$ cat config.mk
export PLATFORM = sky130hd
export DESIGN_NAME = bem_ctrl
export DESIGN_NICKNAME = d
export VERILOG_FILES = /design/src/logic/bem_pkg.sv /design/src/logic/bem_secded.sv /design/src/logic/bem_ctrl.sv
export SDC_FILE = /design/constraint.sdc
export NUM_CORES = 2
export LEC_CHECK = 0
export BUFFER_PORTS_ARGS = -buffer_cell sky130_fd_sc_hd__clkbuf_2
export CORE_MARGIN = 4
export CORE_UTILIZATION = 25
export DETAILED_ROUTE_END_ITERATION = 10
export SLEW_MARGIN = 20
export SYNTH_ARGS = -nofsm -noshare
export SYNTH_HDL_FRONTEND = slang
export SYNTH_SLANG_ARGS = --single-unit
export TNS_END_PERCENT = 10
$ cat constraint.sdc
create_clock -name pclk -period 5.3 [get_ports pclk]
set_input_delay 1.06 -clock pclk [delete_from_list [all_inputs] [get_ports pclk]]
set_output_delay 1.06 -clock pclk [all_outputs]
set_load 0.05 [all_outputs]
$ cat src/logic/bem_pkg.sv
/*
  Shared constants and carriers of the block RAM error monitor.
  Assumes a 32-bit word memory with a 39-bit SECDED code word.
*/
`default_nettype none

package bem_pkg;
  localparam int DATA_W = 32;
  localparam int PAR_W = 6;
  localparam int CHK_W = 7;
  localparam int CODE_W = 39;
  localparam int LADDR_W = 16;
  localparam int PADDR_W = 8;
  localparam int CNT_W_DEF = 10;
  ////////////////////////////////////////////////////////////////////////////////
  localparam logic [7:0] OFF_STATUS = 8'h00;
  localparam logic [7:0] OFF_CE_COUNT = 8'h04;
  localparam logic [7:0] OFF_CE_ADDR = 8'h08;
  localparam logic [7:0] OFF_UE_ADDR = 8'h0c;
  localparam logic [7:0] OFF_INJ_DATA = 8'h10;
  localparam logic [7:0] OFF_INJ_CHECK = 8'h14;
  localparam int ST_CE_BIT = 0;
  localparam int ST_UE_BIT = 1;
  localparam logic [31:0] RST_WORD = 32'h0000_0000;
  localparam logic RST_FLAG = 1'b0;
  ////////////////////////////////////////////////////////////////////////////////
  typedef struct packed {
    logic en;
    logic we;
    logic [LADDR_W-1:0] addr;
    logic [DATA_W-1:0] wdata;
  } bem_req_t;

  typedef struct packed {
    logic valid;
    logic ce;
    logic ue;
    logic [DATA_W-1:0] data;
  } bem_rsp_t;
endpackage

`default_nettype wire

$ cat src/logic/bem_secded.sv
/*
  Combinational SECDED encoder and decoder, 32 data bits, 39-bit code.
  Assumes the caller registers whatever it needs; nothing here is clocked.
*/
`default_nettype none
`timescale 1ns/100ps

module bem_secded (
  input wire logic [bem_pkg::DATA_W-1:0] enc_data,
  output logic [bem_pkg::CODE_W-1:0] enc_code,
  input wire logic [bem_pkg::CODE_W-1:0] dec_code,
  output logic [bem_pkg::DATA_W-1:0] dec_data,
  output logic dec_ce,
  output logic dec_ue
);
  import bem_pkg::*;

  logic [CODE_W-1:0] eh;
  logic [PAR_W-1:0] syn;
  logic ovr;
  logic [CODE_W-1:0] fix;

  // Bit 0 is overall parity, powers of two hold Hamming parity
  always_comb begin : enc_p
    int k;
    k = 0;
    eh = '0;
    for (int j = 1; j < CODE_W; j++) begin
      if ((j & (j - 1)) != 0) begin
        eh[j] = enc_data[k];
        k++;
      end
    end
    for (int i = 0; i < PAR_W; i++) begin
      for (int j = 1; j < CODE_W; j++) begin
        if (j[i] && j != (1 << i)) begin
          eh[1 << i] = eh[1 << i] ^ eh[j];
        end
      end
    end
    eh[0] = ^eh[CODE_W-1:1];
    enc_code = eh;
  end

  // A zero syndrome with odd parity is a flip of the overall bit itself
  always_comb begin : dec_p
    int k;
    k = 0;
    syn = '0;
    for (int i = 0; i < PAR_W; i++) begin
      for (int j = 1; j < CODE_W; j++) begin
        if (j[i]) begin
          syn[i] = syn[i] ^ dec_code[j];
        end
      end
    end
    ovr = ^dec_code;
    fix = dec_code;
    dec_ce = 1'b0;
    dec_ue = 1'b0;
    if (ovr) begin
      if (syn < PAR_W'(CODE_W)) begin
        fix[syn] = ~fix[syn];
        dec_ce = 1'b1;
      end else begin
        dec_ue = 1'b1;
      end
    end else if (syn != '0) begin
      dec_ue = 1'b1;
    end
    dec_data = '0;
    for (int j = 1; j < CODE_W; j++) begin
      if ((j & (j - 1)) != 0) begin
        dec_data[k] = fix[j];
        k++;
      end
    end
  end
endmodule // bem_secded

`default_nettype wire

$ cat src/logic/bem_ctrl.sv
/*
  ECC protected word memory with APB error registers.
  Assumes a processor port on pclk that issues one word access per cycle,
  and an APB master on the same clock.
*/
// Added by the designer: the address map and the APB register port.
// Overview of operation
// - Single-bit errors are corrected before read data returns to the processor.
// - Uncorrectable read errors raise the error signal toward the processor.
// - Minimal build exposes no error registers but still corrects and signals.
// - Optional saturating counter of correctable errors, width set at build.
// - Optional capture of the first correctable error address.
// - Optional status flag set by each correctable error.
// - Correctable-error interrupt exists only when the status option is built.
// - Full build adds uncorrectable address capture and fault injection masks.
`default_nettype none
`timescale 1ns/100ps

module bem_ctrl #(
  parameter int ADDR_W = 6,
  parameter int CE_COUNT_W = bem_pkg::CNT_W_DEF,
  parameter bit STATUS_PRESENT = 1'b1,
  parameter bit CE_CAPTURE_PRESENT = 1'b1,
  parameter bit UNCORRECTABLE_ADDR_CAPTURE_PRESENT = 1'b1,
  parameter bit ERROR_INJECTION_PRESENT = 1'b1
) (
  input wire logic pclk,
  input wire logic presetn,
  input wire logic psel,
  input wire logic penable,
  input wire logic pwrite,
  input wire logic [bem_pkg::PADDR_W-1:0] paddr,
  input wire logic [31:0] pwdata,
  output logic [31:0] prdata,
  output logic pready,
  output logic pslverr,
  input wire bem_pkg::bem_req_t mem_req,
  output bem_pkg::bem_rsp_t mem_rsp,
  output logic ce_irq
);
  import bem_pkg::*;

  localparam int CW = (CE_COUNT_W > 0) ? CE_COUNT_W : 1;
  localparam logic [CW-1:0] CNT_MAX = '1;
  localparam bit MINIMAL = (CE_COUNT_W == 0) && !STATUS_PRESENT && !CE_CAPTURE_PRESENT
                           && !UNCORRECTABLE_ADDR_CAPTURE_PRESENT && !ERROR_INJECTION_PRESENT;

  if (ADDR_W < 1 || ADDR_W > LADDR_W || CE_COUNT_W < 0 || CE_COUNT_W > 32) begin : g_bad
    $error("bem_ctrl: ADDR_W or CE_COUNT_W out of range");
  end

  ////////////////////////////////////////////////////////////////////////////////
  // Memory and code path
  logic [CODE_W-1:0] mem [2**ADDR_W];
  logic [CODE_W-1:0] wr_code;
  logic [DATA_W-1:0] dec_data;
  logic dec_ce;
  logic dec_ue;
  logic [DATA_W-1:0] inj_data;
  logic [CHK_W-1:0] inj_chk;

  wire logic [ADDR_W-1:0] mem_idx = mem_req.addr[ADDR_W-1:0];
  wire logic rd_take = mem_req.en & ~mem_req.we;
  wire logic wr_take = mem_req.en & mem_req.we;
  wire logic [CODE_W-1:0] rd_code = mem[mem_idx];
  wire logic [CODE_W-1:0] inj_word = ERROR_INJECTION_PRESENT ? {inj_chk, inj_data} : '0;
  wire logic ce_evt = rd_take & dec_ce;
  wire logic ue_evt = rd_take & dec_ue;

  bem_secded u_secded (
    .enc_data(mem_req.wdata),
    .enc_code(wr_code),
    .dec_code(rd_code),
    .dec_data(dec_data),
    .dec_ce(dec_ce),
    .dec_ue(dec_ue)
  );

  always_ff @(posedge pclk) begin
    if (wr_take) begin
      mem[mem_idx] <= wr_code ^ inj_word;
    end
  end

  always_ff @(posedge pclk or negedge presetn) begin
    if (!presetn) begin
      mem_rsp <= '0;
    end else begin
      mem_rsp <= '{valid: rd_take, ce: ce_evt, ue: ue_evt, data: dec_data};
    end
  end

  ////////////////////////////////////////////////////////////////////////////////
  // APB slave, one wait state so read data comes from a flop
  logic ack;
  logic ce_status;
  logic ue_status;
  logic [CW-1:0] ce_cnt;
  logic [ADDR_W-1:0] ce_addr;
  logic [ADDR_W-1:0] ue_addr;

  function automatic logic reg_present(input logic [PADDR_W-1:0] a);
    case (a)
      OFF_STATUS: reg_present = STATUS_PRESENT;
      OFF_CE_COUNT: reg_present = (CE_COUNT_W != 0);
      OFF_CE_ADDR: reg_present = CE_CAPTURE_PRESENT;
      OFF_UE_ADDR: reg_present = UNCORRECTABLE_ADDR_CAPTURE_PRESENT;
      OFF_INJ_DATA, OFF_INJ_CHECK: reg_present = ERROR_INJECTION_PRESENT;
      default: reg_present = 1'b0;
    endcase
  endfunction

  wire logic acc = psel & penable;
  wire logic done = acc & ack;
  wire logic hit = done & pwrite & reg_present(paddr);
  wire logic st_wr = hit & (paddr == OFF_STATUS);
  wire logic clr_ce = st_wr & pwdata[ST_CE_BIT];
  wire logic clr_ue = st_wr & pwdata[ST_UE_BIT];
  wire logic cnt_clr = hit & (paddr == OFF_CE_COUNT);
  wire logic [31:0] rd_mux =
    !reg_present(paddr) ? RST_WORD :
    (paddr == OFF_STATUS) ? {30'h0000_0000, ue_status, ce_status} :
    (paddr == OFF_CE_COUNT) ? 32'(ce_cnt) :
    (paddr == OFF_CE_ADDR) ? 32'(ce_addr) :
    (paddr == OFF_UE_ADDR) ? 32'(ue_addr) :
    (paddr == OFF_INJ_DATA) ? inj_data : 32'(inj_chk);

  assign pready = ack;

  always_ff @(posedge pclk or negedge presetn) begin
    if (!presetn) begin
      ack <= 1'b0;
      prdata <= RST_WORD;
      pslverr <= 1'b0;
    end else begin
      ack <= acc & ~ack;
      if (acc & ~ack) begin
        prdata <= rd_mux;
        pslverr <= ~reg_present(paddr);
      end
    end
  end

  ////////////////////////////////////////////////////////////////////////////////
  // Error bookkeeping; a new event beats a clear in the same cycle
  wire logic cap_ce = ce_evt & (~ce_status | clr_ce);
  wire logic cap_ue = ue_evt & (~ue_status | clr_ue);
  wire logic next_ce_status = ce_evt | (ce_status & ~clr_ce);
  wire logic next_ue_status = ue_evt | (ue_status & ~clr_ue);
  wire logic [CW-1:0] next_ce_cnt =
    cnt_clr ? CW'(ce_evt) :
    (ce_evt && ce_cnt != CNT_MAX) ? ce_cnt + 1'b1 : ce_cnt;

  always_ff @(posedge pclk or negedge presetn) begin
    if (!presetn) begin
      ce_status <= RST_FLAG;
      ue_status <= RST_FLAG;
      ce_cnt <= '0;
    end else begin
      ce_status <= next_ce_status;
      ue_status <= next_ue_status;
      ce_cnt <= (CE_COUNT_W != 0) ? next_ce_cnt : '0;
    end
  end

  always_ff @(posedge pclk or negedge presetn) begin
    if (!presetn) begin
      ce_addr <= '0;
      ue_addr <= '0;
    end else begin
      if (CE_CAPTURE_PRESENT && cap_ce) begin
        ce_addr <= mem_idx;
      end
      if (UNCORRECTABLE_ADDR_CAPTURE_PRESENT && cap_ue) begin
        ue_addr <= mem_idx;
      end
    end
  end

  always_ff @(posedge pclk or negedge presetn) begin
    if (!presetn) begin
      inj_data <= RST_WORD;
      inj_chk <= '0;
    end else begin
      if (hit && paddr == OFF_INJ_DATA) begin
        inj_data <= pwdata;
      end
      if (hit && paddr == OFF_INJ_CHECK) begin
        inj_chk <= pwdata[CHK_W-1:0];
      end
    end
  end

  assign ce_irq = STATUS_PRESENT & ce_status;
endmodule // bem_ctrl

`default_nettype wire

==> implementation parameters <==
Parameter                              Value

GRT
  Maximum number of pins on one net before global-route repair ... 65
  Antenna violations before repair ... 14
  Global-route congestion overflow total ... 0
  Wire length of the first global-routing pass ... 530400 um
  Vias in the first global route ... 63170
  Total GRT Usage ... 17.67%

Detailed routing
  Residual DRC count ... 0
  DRT antenna net count ... 1
  Wire length per cell ... 31.36 um
  Pre-antenna DRT Iters ... 7
  First-iteration detailed-routing DRC count ... 9825
  Total wirelength of the detailed-routed design ... 390500 um
  Total number of vias ... 65210
  Via-to-Cell Ratio ... 5.237

Run status
  Violated checks ... antenna rules
  Run status ... complete, but fails checks

Logic synthesis
  EDFF count, synth ... 2496
  Post-synth net total ... 5779
  Count leader, synth ... edfxtp_1
  Cell Area, Synth ... 103900 um2
  Area leader, netlist ... edfxtp_1
  Post-synthesis cell count ... 5683
  Synth Flop Type ... edfxtp_1
  Synth top area share ... 72.11%
  Fraction of registers with async set/reset ... 5.023%
  Number of warning messages in the yosys log ... 0
  Post-synth top cells ... edfxtp_1, mux2i_1, a221oi_1, mux4_2, o22ai_1
  Average cell area after synthesis ... 18.29 um2
  Library cells used by synthesis ... 91
  Flop and latch count out of synthesis ... 2628
  Fraction of the yosys area taken by sequential cells ... 75.29%
  Top cells by area in the synthesized netlist ... edfxtp_1, mux2i_1, mux4_2, dfrtp_1, a221oi_1

Place
  Detailed Place HPWL ... 250700 um
  Buffers on Ports ... 154
  Post-Place Cells ... 11950
  Final GP Congestion ... 0.9123
  Post-placement cell area ... 120900 um2

Worst setup path
  Master of the slowest instance on the critical path ... nor4_4
  Worst r2r src ... mem[23][14]
  Buffers plus inverters on the worst setup path ... 10
  Worst Reg-to-Reg Cells ... 20
  Setup CP Type ... input pin to flop
  CP dominant cell by count ... buf_4
  Critical path arrival ... 6.05 ns
  RR Endpoint ... mem_rsp[13]
  Cells traversed along the worst timing path ... buf_16 -> buf_16 -> buf_4 -> inv_6 -> buf_12 -> buf_4 -> buf_4 -> mux2i_1 -> buf_4 -> o21ai_1 -> nor4_4 -> xnor2_1 -> xnor2_2 -> buf_4 -> xnor3_2 -> xnor2_4 -> or4_1 -> a21oi_1 -> a31oi_1 -> a221o_1 -> buf_4 -> a31oi_1
  Worst setup EP type ... flop
  Family with the most delay on the worst path ... buffers and inverters
  Crit Path Max Fanout ... 15
  Crit path launch type ... input pin
  R2R Setup Slk ... 0.31 ns
  Endpoint required time on the critical path ... 6.05 ns
  Longest individual stage delay on the worst path ... 0.56 ns

STA
  Measured slew at the worst slew-check pin ... 1.112 ns
  Setup skew after layout ... 0.07712 ns
  Fmax ... 188.8 MHz
  Final setup violation count ... 0
  Max-Slew Margin vs Limit ... 25.31%
  Min Tclk post-route ... 5.296 ns
  Final hold violation count ... 0
  Post-route clock period utilization ... 99.92%
  Final max-slew violation count ... 0

CTS
  Clock-pin slew reported for the worst setup and hold paths after clock tree synthesis ... 0.06 ns
  Clock H-tree levels ... 5
  CTS tree ... built
  CTS buffer count ... 268
  Clk Latency, worst-skew pair ... 0.85 ns
  Clock root cell ... clkbuf_16
  Number of sinks on the clock net ... 2628
  Maximum number of buffers from clock root to sink ... 4

Power and ir drop
  Power density over the cells ... 414.6 nW/um2
  VDD IR-drop max ... 968.9 uV
  Leakage ... 43.96 nW

Die
  Die Ht ... 652.8 um
  Number of standard-cell rows in the floorplan ... 236
  Boundary pin count ... 165
  Effective utilization at floorplan ... 25.12%
  Overall die area ... 426100 um2
  Area inside the core boundary ... 413700 um2
  Chip Width ... 652.8 um

Layout
  Share of cells above drive strength 1 ... 30.35%
  Post-Route Utilization ... 31.44%
  Filler-free cell count of the finished design ... 12450
  Fin nets ... 6861
  Summed area of non-filler cells in the final layout ... 130000 um2
  Area growth, synth to finish ... 25.12%

Flow run
  Number of max-cap violations ... 0

Worst hold path
  Worst Hold Class ... input pin to async pin
placed cells by master, fill, tap and decap left out, drive strengths merged, types with 23 or more instances in the layout:
cell     count
nor2       167
inv         32
nand3       48
mux4       176
nor3        24
a221oi     219
o22a        40
o221ai      29
a221o       47
a22o        99
bufinv      28
a211oi      24
a21oi      113
nand2      164
clkinv      95
o2bb2ai     29
dfrtp      132
a31oi       23
a22oi      147
o22ai      174
edfxtp    2496
mux2       174
xnor2       95
o21ai      106
buf       1036
mux2i      463
xor2        65
clkbuf     476
report_power, final:
group / internal [mW] / switching [mW] / leakage [nW]
clock network: 10.9 / 8.02 / 4.18
registers: 24.2 / 0.192 / 24.2
logic: 4.06 / 6.50 / 15.6
total: 39.2 / 14.7 / 44.0
metal layers:
metal  vias to the layer above  GRT usage, %  part of all wire (%)
li1                      25480             -                     -
met3                       891         4.886                    13
met4                        12         7.364                   4.8
met1                     34000         23.15                    38
met5                         -             0                 0.018
met2                      4818         27.50                    45
how the worst max path moves through the flow:
stage | startpoint | endpoint | slack [ns] | depth (start not counted)
floorplan | mem_req[33] | mem_rsp[21] | -0.40 | 24
global placement | mem_req[33] | mem_rsp[6] | -1.14 | 22
detailed placement | mem_req[33] | mem_rsp[25] | -1.30 | 21
CTS | mem_req[33] | mem_rsp[6] | -0.008 | 20
global route | mem_req[34] | mem_rsp[13] | -0.01 | 21
finish | mem_req[33] | mem_rsp[13] | 0.004 | 22
sequential cells by signal (all words and copies together), names as in the netlist:
name and flops:
mem 2496, mem_rsp 35, inj_data 32, prdata 32, ce_cnt 10, inj_chk 7
ce_addr 6, ue_addr 6, ce_irq 1, pready 1, pslverr 1, ue_status 1
timing repair:
action,in CTS,in global routing
pin swaps,3,14
hold buffers,0,0
setup endpoints to repair,55,57
resized for setup,13,64
setup buffers,3,9
cloned,0,3
metrics by stage:
step,power (mW),setup WS (ns),hold WS [ns],setup TNS [ns]
CTS,53.67,-0.008006,0.1475,-0.02628
floorplan,29.93,-0.4037,0.4562,-17.08
detailed placement,34.95,-1.298,0.4869,-66.99
finish,53.92,0.004242,0.1679,0
global route,55.50,-0.01448,0.1766,-0.01448
global placement,34.83,-1.138,0.4740,-61.49
kinds of logic (layout without fill, tap and decap cells):
group                      after synthesis  count (layout)  share of synthesized area [%]
DFF                                   2628            2628                          75.29
AOI/OAI and AO/OA                     1121            1121                          8.037
muxes                                  813             813                          10.16
and+or+nand+nor                        554             554                          2.695
buffers and inverters                  396            1674                          2.196
xor gates and xnor gates               170             170                          1.606
adders and majority gates                1               1                        0.01204
other                                    0              16                              0
worst register-to-register path, stage by stage (launching register included):
cell	delay (ns)
edfxtp_1	0.36
mux4_2	0.46
and3_1	0.20
a31oi_2	0.20
buf_4	0.18
o211ai_1	0.19
buf_4	0.22
nor4b_4	0.36
buf_4	0.23
buf_4	0.16
xnor2_1	0.13
xnor2_1	0.14
buf_4	0.14
xor3_2	0.47
or3_1	0.43
nand2_2	0.15
o2bb2ai_1	0.13
a211oi_1	0.07
a221o_1	0.31
buf_4	0.19
a31oi_1	0.17
final cells by class:
type | instances | area, um2
well taps | 5474 | 6849
clock inverters | 143 | 1474
multi-input cells | 2659 | 25120
clock buffers | 323 | 7081
repair buffers | 1189 | 11150
flip-flops and latches | 2628 | 78260
inverters | 19 | 86.33
diodes | 16 | 40.04
fillers | 39640 | 283600
No activity file was read; power rests on OpenSTA's default activity.
